$ cat config.mk
export PLATFORM = sky130hd
export DESIGN_NAME = port_pin_mux
export DESIGN_NICKNAME = d
export VERILOG_FILES = /design/src/verilog/ppm_edge_det.v /design/src/verilog/port_pin_mux.v
export VERILOG_INCLUDE_DIRS = /design/src /design/src/verilog
export SDC_FILE = /design/constraint.sdc
export NUM_CORES = 1
export LEC_CHECK = 0
export ABC_AREA = 1
export BUFFER_PORTS_ARGS = -buffer_cell sky130_fd_sc_hd__buf_2
export CORE_MARGIN = 3
export CORE_UTILIZATION = 50
export CTS_CLUSTER_SIZE = 10
export DETAILED_ROUTE_END_ITERATION = 10
export HOLD_SLACK_MARGIN = 0.15
export PLACE_DENSITY = 0.89
export SYNTH_ARGS = -nofsm -noshare
export SYNTH_HDL_FRONTEND = slang
export SYNTH_SLANG_ARGS = --single-unit
$ cat constraint.sdc
create_clock -name ref_clk_i -period 4.1 [get_ports ref_clk_i]
set_clock_uncertainty 0.15 [all_clocks]
set_input_delay 0.41 -clock ref_clk_i [delete_from_list [all_inputs] [get_ports ref_clk_i]]
set_output_delay 0.41 -clock ref_clk_i [all_outputs]
set_load 0.05 [all_outputs]
$ cat src/verilog/port_pin_mux_regs.vh
// Summary of operation
// - each bidirectional port bit has its own direction bit, one means output
// - push-pull bits offer a pull-up, enabled only while the bit is an input
// - open-drain port has four bits, pulls low only, has no pull-up
// - analog-shared port has seven input-only bits and no drivers
// - port 2 bits 4-7 are edge interrupts, rising, falling or both selectable
// - port 4 bits 0-5 detect key return activity
// - port 2 bits 0-2 carry serial clock, serial data out, serial data in
// - port 2 bits 4 and 5 feed the two timer count clock inputs
// - port 2 bit 3 outputs timer c output or comparator output
// - port 2 bit 6 outputs wide timer, bit 7 feeds capture trigger
// - analog bit 0 to comparator input, bit 1 to reference, all to converter
// - segments 0-15 dedicated; 20-27 on port 8, 16-19 on port 9; input after reset
// - four common outputs always driven, no port function
// - programming mode returns every non-link pin to its post-reset state
// - pseudo serial programming runs on port 0 or port 4 bits 0-2 by software
`ifndef PORT_PIN_MUX_REGS_VH
`define PORT_PIN_MUX_REGS_VH
`define PPM_P0_DATA 6'h00
`define PPM_P0_DIR 6'h01
`define PPM_P0_PU 6'h02
`define PPM_P2_DATA 6'h04
`define PPM_P2_DIR 6'h05
`define PPM_P2_PU 6'h06
`define PPM_P4_DATA 6'h08
`define PPM_P4_DIR 6'h09
`define PPM_P4_PU 6'h0a
`define PPM_P5_DATA 6'h0c
`define PPM_P5_DIR 6'h0d
`define PPM_P6_DATA 6'h0e
`define PPM_P8_DATA 6'h10
`define PPM_P8_DIR 6'h11
`define PPM_P8_PU 6'h12
`define PPM_P9_DATA 6'h14
`define PPM_P9_DIR 6'h15
`define PPM_P9_PU 6'h16
`define PPM_P2_ALT 6'h18
`define PPM_P23_SEL 6'h19
`define PPM_P8_SEG 6'h1a
`define PPM_P9_SEG 6'h1b
`define PPM_IRQ_RISE 6'h1c
`define PPM_IRQ_FALL 6'h1d
`define PPM_IRQ_STAT 6'h1e
`define PPM_IRQ_MASK 6'h1f
`define PPM_RST_VAL 8'h00
`define PPM_STAT_KEY_BIT 4
`define PPM_LINK_SIO 2'h0
`define PPM_LINK_UART 2'h1
`define PPM_LINK_PSEUDO_P0 2'h2
`define PPM_LINK_PSEUDO_P4 2'h3
`define PPM_PSEUDO_DIR 3'h2
`endif

$ cat src/verilog/ppm_edge_det.v
`timescale 1ns/10ps
module ppm_edge_det (
  input wire ref_clk_i,
  input wire rst_i,
  input wire sig_i,
  input wire rise_en_i,
  input wire fall_en_i,
  output wire edge_o
);
  reg prev_q;
  always @(posedge ref_clk_i) begin
    if (rst_i) begin
      prev_q <= 1'b0;
    end else begin
      prev_q <= sig_i;
    end
  end
  // both enables set gives both-edge detection
  assign edge_o = (rise_en_i & sig_i & ~prev_q) | (fall_en_i & ~sig_i & prev_q);
endmodule

$ cat src/verilog/port_pin_mux.v
`timescale 1ns/10ps
`include "port_pin_mux_regs.vh"
module port_pin_mux (
  input wire ref_clk_i,
  input wire rst_i,
  input wire [5:0] reg_addr_i,
  input wire [7:0] reg_wdata_i,
  input wire reg_wr_i,
  input wire reg_rd_i,
  output wire [7:0] reg_rdata_o,
  output wire irq_o,
  input wire prog_mode_i,
  input wire [1:0] prog_link_sel_i,
  input wire [3:0] port_zero_bits_i,
  output wire [3:0] port_zero_bits_o,
  output wire [3:0] port_zero_bits_oe_o,
  output wire [3:0] port_zero_pu_o,
  input wire [7:0] port_two_bits_i,
  output wire [7:0] port_two_bits_o,
  output wire [7:0] port_two_bits_oe_o,
  output wire [7:0] port_two_pu_o,
  input wire [7:0] port_four_bits_i,
  output wire [7:0] port_four_bits_o,
  output wire [7:0] port_four_bits_oe_o,
  output wire [7:0] port_four_pu_o,
  input wire [3:0] open_drain_port_bits_i,
  output wire [3:0] open_drain_port_bits_o,
  output wire [3:0] open_drain_port_bits_oe_o,
  input wire [6:0] input_only_port_bits_i,
  input wire [7:0] port_eight_bits_i,
  output wire [7:0] port_eight_bits_o,
  output wire [7:0] port_eight_bits_oe_o,
  output wire [7:0] port_eight_pu_o,
  input wire [3:0] port_nine_bits_i,
  output wire [3:0] port_nine_bits_o,
  output wire [3:0] port_nine_bits_oe_o,
  output wire [3:0] port_nine_pu_o,
  input wire sio_clk_i,
  output wire sio_clk_o,
  output wire async_serial_clock_in_o,
  input wire sio_data_out_i,
  output wire sio_data_in_o,
  input wire timer_c_out_i,
  input wire comparator_out_i,
  input wire wide_timer_out_i,
  output wire timer_a_count_in_o,
  output wire timer_b_count_in_o,
  output wire capture_trigger_in_o,
  output wire [3:0] ext_irq_inputs_o,
  output wire [5:0] key_return_lines_o,
  output wire comparator_in_o,
  output wire comparator_ref_in_o,
  output wire [6:0] analog_channels_o,
  input wire [27:0] lcd_segment_i,
  input wire [3:0] lcd_common_i,
  output wire [15:0] segment_outputs_o,
  output wire [3:0] common_outputs_o
);
  reg [3:0] p0_data_q;
  reg [3:0] p0_dir_q;
  reg [3:0] p0_pu_q;
  reg [7:0] p2_data_q;
  reg [7:0] p2_dir_q;
  reg [7:0] p2_pu_q;
  reg [7:0] p4_data_q;
  reg [7:0] p4_dir_q;
  reg [7:0] p4_pu_q;
  reg [3:0] p5_data_q;
  reg [3:0] p5_dir_q;
  reg [7:0] p8_data_q;
  reg [7:0] p8_dir_q;
  reg [7:0] p8_pu_q;
  reg [3:0] p9_data_q;
  reg [3:0] p9_dir_q;
  reg [3:0] p9_pu_q;
  reg [7:0] p2_alt_q;
  reg p23_sel_q;
  reg [7:0] p8_seg_q;
  reg [3:0] p9_seg_q;
  reg [3:0] rise_en_q;
  reg [3:0] fall_en_q;
  reg [4:0] stat_q;
  reg [4:0] stat_d;
  reg [4:0] mask_q;
  reg [7:0] rdata_q;
  reg [7:0] rdata_d;
  reg [5:0] key_prev_q;
  wire [3:0] irq_edge;
  wire key_event;
  wire cfg_clr;
  wire pseudo_p0;
  wire pseudo_p4;
  wire ser_link;
  wire [3:0] p0_dir_eff;
  wire [7:0] p2_dir_eff;
  wire [7:0] p2_alt_eff;
  wire [7:0] p4_dir_eff;
  wire [7:0] p2_out;

  // programming mode holds configuration at reset values
  assign cfg_clr = rst_i | prog_mode_i;
  assign pseudo_p0 = prog_mode_i & (prog_link_sel_i == `PPM_LINK_PSEUDO_P0);
  assign pseudo_p4 = prog_mode_i & (prog_link_sel_i == `PPM_LINK_PSEUDO_P4);
  assign ser_link = prog_mode_i & ((prog_link_sel_i == `PPM_LINK_SIO) | (prog_link_sel_i == `PPM_LINK_UART));

  always @(posedge ref_clk_i) begin
    if (cfg_clr) begin
      p0_dir_q <= 4'h0;
      p0_pu_q <= 4'h0;
      p2_data_q <= `PPM_RST_VAL;
      p2_dir_q <= `PPM_RST_VAL;
      p2_pu_q <= `PPM_RST_VAL;
      p4_dir_q <= `PPM_RST_VAL;
      p4_pu_q <= `PPM_RST_VAL;
      p5_data_q <= 4'h0;
      p5_dir_q <= 4'h0;
      p8_data_q <= `PPM_RST_VAL;
      p8_dir_q <= `PPM_RST_VAL;
      p8_pu_q <= `PPM_RST_VAL;
      p9_data_q <= 4'h0;
      p9_dir_q <= 4'h0;
      p9_pu_q <= 4'h0;
      p2_alt_q <= `PPM_RST_VAL;
      p23_sel_q <= 1'b0;
      p8_seg_q <= `PPM_RST_VAL;
      p9_seg_q <= 4'h0;
      rise_en_q <= 4'h0;
      fall_en_q <= 4'h0;
      mask_q <= 5'h00;
    end else if (reg_wr_i) begin
      case (reg_addr_i)
        `PPM_P0_DIR: p0_dir_q <= reg_wdata_i[3:0];
        `PPM_P0_PU: p0_pu_q <= reg_wdata_i[3:0];
        `PPM_P2_DATA: p2_data_q <= reg_wdata_i;
        `PPM_P2_DIR: p2_dir_q <= reg_wdata_i;
        `PPM_P2_PU: p2_pu_q <= reg_wdata_i;
        `PPM_P4_DIR: p4_dir_q <= reg_wdata_i;
        `PPM_P4_PU: p4_pu_q <= reg_wdata_i;
        `PPM_P5_DATA: p5_data_q <= reg_wdata_i[3:0];
        `PPM_P5_DIR: p5_dir_q <= reg_wdata_i[3:0];
        `PPM_P8_DATA: p8_data_q <= reg_wdata_i;
        `PPM_P8_DIR: p8_dir_q <= reg_wdata_i;
        `PPM_P8_PU: p8_pu_q <= reg_wdata_i;
        `PPM_P9_DATA: p9_data_q <= reg_wdata_i[3:0];
        `PPM_P9_DIR: p9_dir_q <= reg_wdata_i[3:0];
        `PPM_P9_PU: p9_pu_q <= reg_wdata_i[3:0];
        `PPM_P2_ALT: p2_alt_q <= reg_wdata_i;
        `PPM_P23_SEL: p23_sel_q <= reg_wdata_i[0];
        `PPM_P8_SEG: p8_seg_q <= reg_wdata_i;
        `PPM_P9_SEG: p9_seg_q <= reg_wdata_i[3:0];
        `PPM_IRQ_RISE: rise_en_q <= reg_wdata_i[3:0];
        `PPM_IRQ_FALL: fall_en_q <= reg_wdata_i[3:0];
        `PPM_IRQ_MASK: mask_q <= reg_wdata_i[4:0];
        default: begin
        end
      endcase
    end
  end

  // port 0 and port 4 latches survive programming mode: software drives the pseudo link through them
  always @(posedge ref_clk_i) begin
    if (rst_i) begin
      p0_data_q <= 4'h0;
      p4_data_q <= `PPM_RST_VAL;
    end else if (reg_wr_i && reg_addr_i == `PPM_P0_DATA) begin
      p0_data_q <= reg_wdata_i[3:0];
    end else if (reg_wr_i && reg_addr_i == `PPM_P4_DATA) begin
      p4_data_q <= reg_wdata_i;
    end
  end

  // pseudo link: bit 0 clock in, bit 1 data out, bit 2 data in
  assign p0_dir_eff = pseudo_p0 ? {1'b0, `PPM_PSEUDO_DIR} : p0_dir_q;
  assign p4_dir_eff = pseudo_p4 ? {5'h00, `PPM_PSEUDO_DIR} : p4_dir_q;
  // serial link: serial data out driven by the serial unit, clock and data in as inputs
  assign p2_dir_eff = ser_link ? 8'h02 : p2_dir_q;
  assign p2_alt_eff = ser_link ? 8'h02 : p2_alt_q;

  assign port_zero_bits_o = p0_data_q;
  assign port_zero_bits_oe_o = p0_dir_eff;
  assign port_zero_pu_o = p0_pu_q & ~p0_dir_eff;

  // alternate outputs on port 2: 0 serial clock, 1 serial data, 3 timer c/comparator, 6 wide timer
  assign p2_out[0] = p2_alt_eff[0] ? sio_clk_i : p2_data_q[0];
  assign p2_out[1] = p2_alt_eff[1] ? sio_data_out_i : p2_data_q[1];
  assign p2_out[2] = p2_data_q[2];
  assign p2_out[3] = p2_alt_eff[3] ? (p23_sel_q ? comparator_out_i : timer_c_out_i) : p2_data_q[3];
  assign p2_out[5:4] = p2_data_q[5:4];
  assign p2_out[6] = p2_alt_eff[6] ? wide_timer_out_i : p2_data_q[6];
  assign p2_out[7] = p2_data_q[7];
  assign port_two_bits_o = p2_out;
  assign port_two_bits_oe_o = p2_dir_eff;
  assign port_two_pu_o = p2_pu_q & ~p2_dir_eff;

  // input functions see the pin itself, so an output bit loops back its own drive
  assign sio_clk_o = port_two_bits_i[0];
  assign async_serial_clock_in_o = port_two_bits_i[0];
  assign sio_data_in_o = port_two_bits_i[2];
  assign timer_a_count_in_o = port_two_bits_i[4];
  assign timer_b_count_in_o = port_two_bits_i[5];
  assign capture_trigger_in_o = port_two_bits_i[7];
  assign ext_irq_inputs_o = port_two_bits_i[7:4];

  assign port_four_bits_o = p4_data_q;
  assign port_four_bits_oe_o = p4_dir_eff;
  assign port_four_pu_o = p4_pu_q & ~p4_dir_eff;
  assign key_return_lines_o = port_four_bits_i[5:0];

  // open drain: only a low is ever driven, a high latch releases the pin
  assign open_drain_port_bits_o = 4'h0;
  assign open_drain_port_bits_oe_o = p5_dir_q & ~p5_data_q;

  assign analog_channels_o = input_only_port_bits_i;
  assign comparator_in_o = input_only_port_bits_i[0];
  assign comparator_ref_in_o = input_only_port_bits_i[1];

  // segment enable takes the pin over from the port regardless of direction
  genvar gi;
  generate
    for (gi = 0; gi < 8; gi = gi + 1) begin : g_p8
      assign port_eight_bits_o[gi] = p8_seg_q[gi] ? lcd_segment_i[27 - gi] : p8_data_q[gi];
      assign port_eight_bits_oe_o[gi] = p8_seg_q[gi] | p8_dir_q[gi];
    end
    for (gi = 0; gi < 4; gi = gi + 1) begin : g_p9
      assign port_nine_bits_o[gi] = p9_seg_q[gi] ? lcd_segment_i[19 - gi] : p9_data_q[gi];
      assign port_nine_bits_oe_o[gi] = p9_seg_q[gi] | p9_dir_q[gi];
    end
  endgenerate
  assign port_eight_pu_o = p8_pu_q & ~port_eight_bits_oe_o;
  assign port_nine_pu_o = p9_pu_q & ~port_nine_bits_oe_o;
  assign segment_outputs_o = lcd_segment_i[15:0];
  assign common_outputs_o = lcd_common_i;

  generate
    for (gi = 0; gi < 4; gi = gi + 1) begin : g_irq
      ppm_edge_det u_edge (
        .ref_clk_i(ref_clk_i),
        .rst_i(rst_i),
        .sig_i(port_two_bits_i[4 + gi]),
        .rise_en_i(rise_en_q[gi]),
        .fall_en_i(fall_en_q[gi]),
        .edge_o(irq_edge[gi])
      );
    end
  endgenerate

  always @(posedge ref_clk_i) begin
    if (rst_i) begin
      key_prev_q <= 6'h3f;
    end else begin
      key_prev_q <= port_four_bits_i[5:0];
    end
  end
  // a key press pulls a return line low; output bits are ignored
  assign key_event = |(key_prev_q & ~port_four_bits_i[5:0] & ~p4_dir_eff[5:0]);

  always @* begin
    stat_d = stat_q;
    if (reg_wr_i && reg_addr_i == `PPM_IRQ_STAT) begin
      stat_d = stat_q & ~reg_wdata_i[4:0];
    end
    // set wins over a clear in the same cycle
    stat_d = stat_d | {key_event, irq_edge};
  end
  always @(posedge ref_clk_i) begin
    if (rst_i) begin
      stat_q <= 5'h00;
    end else begin
      stat_q <= stat_d;
    end
  end
  assign irq_o = |(stat_q & mask_q);

  // data reads return the pin for inputs and the latch for outputs, port 2 alternate outputs give their source; port 5 always reads the pin
  always @* begin
    rdata_d = 8'h00;
    case (reg_addr_i)
      `PPM_P0_DATA: rdata_d = {4'h0, (p0_dir_eff & p0_data_q) | (~p0_dir_eff & port_zero_bits_i)};
      `PPM_P0_DIR: rdata_d = {4'h0, p0_dir_q};
      `PPM_P0_PU: rdata_d = {4'h0, p0_pu_q};
      `PPM_P2_DATA: rdata_d = (p2_dir_eff & p2_out) | (~p2_dir_eff & port_two_bits_i);
      `PPM_P2_DIR: rdata_d = p2_dir_q;
      `PPM_P2_PU: rdata_d = p2_pu_q;
      `PPM_P4_DATA: rdata_d = (p4_dir_eff & p4_data_q) | (~p4_dir_eff & port_four_bits_i);
      `PPM_P4_DIR: rdata_d = p4_dir_q;
      `PPM_P4_PU: rdata_d = p4_pu_q;
      `PPM_P5_DATA: rdata_d = {4'h0, open_drain_port_bits_i};
      `PPM_P5_DIR: rdata_d = {4'h0, p5_dir_q};
      `PPM_P6_DATA: rdata_d = {1'b0, input_only_port_bits_i};
      `PPM_P8_DATA: rdata_d = (p8_dir_q & p8_data_q) | (~p8_dir_q & port_eight_bits_i);
      `PPM_P8_DIR: rdata_d = p8_dir_q;
      `PPM_P8_PU: rdata_d = p8_pu_q;
      `PPM_P9_DATA: rdata_d = {4'h0, (p9_dir_q & p9_data_q) | (~p9_dir_q & port_nine_bits_i)};
      `PPM_P9_DIR: rdata_d = {4'h0, p9_dir_q};
      `PPM_P9_PU: rdata_d = {4'h0, p9_pu_q};
      `PPM_P2_ALT: rdata_d = p2_alt_q;
      `PPM_P23_SEL: rdata_d = {7'h00, p23_sel_q};
      `PPM_P8_SEG: rdata_d = p8_seg_q;
      `PPM_P9_SEG: rdata_d = {4'h0, p9_seg_q};
      `PPM_IRQ_RISE: rdata_d = {4'h0, rise_en_q};
      `PPM_IRQ_FALL: rdata_d = {4'h0, fall_en_q};
      `PPM_IRQ_STAT: rdata_d = {3'h0, stat_q};
      `PPM_IRQ_MASK: rdata_d = {3'h0, mask_q};
      default: rdata_d = 8'h00;
    endcase
  end
  always @(posedge ref_clk_i) begin
    if (rst_i) begin
      rdata_q <= 8'h00;
    end else if (reg_rd_i) begin
      rdata_q <= rdata_d;
    end else begin
      rdata_q <= 8'h00;
    end
  end
  assign reg_rdata_o = rdata_q;
endmodule

==> out/results.ini <==
[cells_and_area]
drive_gt1_share_pct = 22.3
area_delta_synth_final_pct = 16.6
multiInputGateArea_um2 = 4330
fillerInstances = 1536
fin_nets = 1548
final_design_area_no_fill_um2 = 10200
diodes = 0
seq_area_um2 = 3220

[detailed_routing]
wire_per_inst_um = 17.8
first_pass_iters = 6
via_count = 9296
detail-route-antenna-nets = 0
drt_drc_violations_left = 0
via_per_inst = 5.53
drt_iter0_markers = 1189
totalWireLength_um = 29900

[sta]
clock.fmax_ghz = 0.385
hold_violations = 0
rsz0062_at_grt = false
fin_crit_ns = 2.60
hold_slack_ns = 0.158
relSlewSlack_pct = 33.4
tightestPinTransition_ns = 0.998
period_share_pct = 63.3
setup_ws_ns = 1.50
setup_tns_ns = 0
setup_violations = 0
slew_violations = 0

[synth]
ys_ff_latch = 161
ys_top_cells_by_area = dfxtp_1 37%, nand2_1 13%, nor2_1 9.4%, a211oi_1 7.8%, inv_1 6.2%
synth_cells = 1293
ys_seq_area_share_pct = 37.0
ys_warn_count = 0
synth_area_um2 = 8710
synth.largest_area_cell = dfxtp_1
synth_top_area_share_pct = 37.0
avgSynthCellArea_um2 = 6.74
yosysUniqueCellTypes = 32

[setup_path]
critPathKind = primary input to output pin
crit_required_ns = 3.54
crit_start = prog_mode_i
crit-reg2reg-launch = p2_dir_q[0]$_SDFFE_PP0P_
cpLargestDelayFamily = simple AND/OR/NAND/NOR gates
startpoint_type = primary input
worst-path-stages = 6
worst-endpoint-arrival_ns = 2.04
worstPathCellList = buf_2, inv_1, nor2_1, nor2_1, nor2_1, buf_2
cp-end-kind = output pin
critPathMaxFanout = 8
r2r_cells = 9
cpMostUsedCell = nor2_1
crit_path_top_delay_cell = nor2_1
slowest_delay_ns = 0.60
critPathBufInv = 3

[clock_network]
cts_root_buf = clkbuf_16
cts_buffers = 17
clkSinkCount = 161
clk_pin_slew_ns = 0.06
cts_buffer_depth = 2
cts_tree = built
clk_latency_ns = 0.43
htreeDepth = 4

[global_routing]
top_usage_layer = met2
grt_pass1_vias = 8757
antenna_found_initial = 0
grt_use_met3_pct = 7.32
groute.usage.overall_pct = 30.3
grt_use_met1_pct = 39.4
grt_max_degree = 50
grt-ovfl-total = 0
grt_first_pass_wirelength_um = 46600
grtUsageMet2_pct = 47.9

[place]
placed_area_um2 = 9490
gp_congestion = 0.994
pre_cts_ws_ns = 1.44
io_buffers = 214
dpl.hpwl_um = 22700

[power_and_ir_drop]
peakVddDrop_v = 0.000299
pwr-share-comb_pct = 9.8
powerDensity_nw_per_um2 = 339
p_sw_share_pct = 27.0
totalPowerFinal_w = 0.00345
switchingPower_w = 0.000930
p_clk_share_pct = 44.4
p_int_w = 0.00252
p_seq_share_pct = 45.8
leakage_nw = 4.64

[flow_run]
maxCapViolations = 0

[die]
design.die.area_um2 = 19000
core_area_um2 = 16800
pin_count = 259
start_util_pct = 51.8
rows = 47
die_x_um = 138
die_h_um = 138

[min_path]
hp-start = port_two_bits_i[6]
whs_path_depth = 3
hold_path_class = primary input to flip-flop

[run_status]
outcome = finished, final reports clean

## per-stage QoR
stage	cells	util, %
global placement	1637	56.4
floorplan	1296	-
finish	1680	60.4
CTS	1680	60.4
global route	1680	60.4
detailed placement	1637	56.4
## logic make-up (layout without fill, tap and decap cells)
group                  after synthesis  after routing  share of synthesized area [%]
other                                1              4                         0.0430
and+or+nand+nor                    672            672                           33.5
muxes                                1              1                          0.129
buffers and inverters              247            411                           13.6
AOI/OAI and AO/OA                  211            211                           15.8
DFF                                161            161                           37.0
## what timing repair did
| item | in CTS | in global routing |
|---|---|---|
| resized for setup | 0 | 0 |
| hold buffers | 11 | 0 |
| endpoints found under the hold margin | 16 | 0 |
| buffers inserted | 0 | 0 |
## cells in the final DEF (no fill, tap or decap), types with 13 or more instances in the layout
cell       synthesis  routed
nand2_2           13      13
dfxtp_1          161     161
a211oi_1          91      91
o21ai_0           46      46
nand2_1          313     312
nor2_4            18      18
buf_2              6     214
inv_1            143     143
nand3_1           71      71
nor2_1           218     218
clkbuf_16          0      17
a21oi_1           49      49
nor2_2            18      18
## path summary, 6_finish.rpt
path | end | slack, ns
min | stat_q[2]$_SDFF_PP0_ | 0.16
max reg2reg | reg_rdata_o[0]$_SDFF_PP0_ | 2.48
min reg2reg | p2_data_q[6]$_SDFFE_PP0P_ | 0.32
max | port_two_pu_o[3] | 1.50
## registers in the layout (all words and copies together), names as in the netlist, 5 cells and up
register and flops:
p2_dir_q 8, p8_seg_q 8, mask_q 5, p4_pu_q 8, p2_pu_q 8, p4_dir_q 8, p8_pu_q 8, reg_rdata_o 8
p8_dir_q 8, key_prev_q 6, p2_alt_q 8, p8_data_q 8, stat_q 5, p2_data_q 8, port_four_bits_o 8
## metal layers
metal / up-vias / wire length (um)
met5: - / 0
met4: 0 / 1270
met3: 104 / 3790
met2: 622 / 13200
met1: 4154 / 11600
li1: 4416 / -
## synth_stat cells (all sizes together)
cell type	count
or2	4
buf	70
nand3b	6
inv	151
o22ai	4
o211ai	5
mux2	1
nand3	74
nor2	254
a211oi	100
and2	1
a31oi	4
clkbuf	26
a21oi	49
a221oi	1
conb	1
nor3	1
dfxtp	161
nand4	3
o21ai	48
nand2	329
## cell type report
cell class	instances	area share, %
clock buffers	20	4.49
clock inverters	12	1.08
inverters	151	5.58
multi-input cells	888	42.6
flip-flops and latches	161	31.7
well taps	220	2.71
repair buffers	228	11.8
## worst reg2reg max path: cells and delay by family, from the launching register on
family / cells / cell delay (ns)
DFF: 1 / 0.38
and+or+nand+nor: 8 / 0.90
buffers and inverters: 1 / 0.05
## power by group through the flow
stage / clock (W) / sequential [W] / combinational (W)
3_3_place_gp: 0 / 0.00161 / 0.000320
6_report: 0.00153 / 0.00158 / 0.000338
4_1_cts: 0.00154 / 0.00158 / 0.000332
2_1_floorplan: 0 / 0.00162 / 0.000272
5_1_grt: 0.00159 / 0.00158 / 0.000357
3_5_place_dp: 0 / 0.00162 / 0.000322
Note: power is estimated with default switching activity, not from simulation.
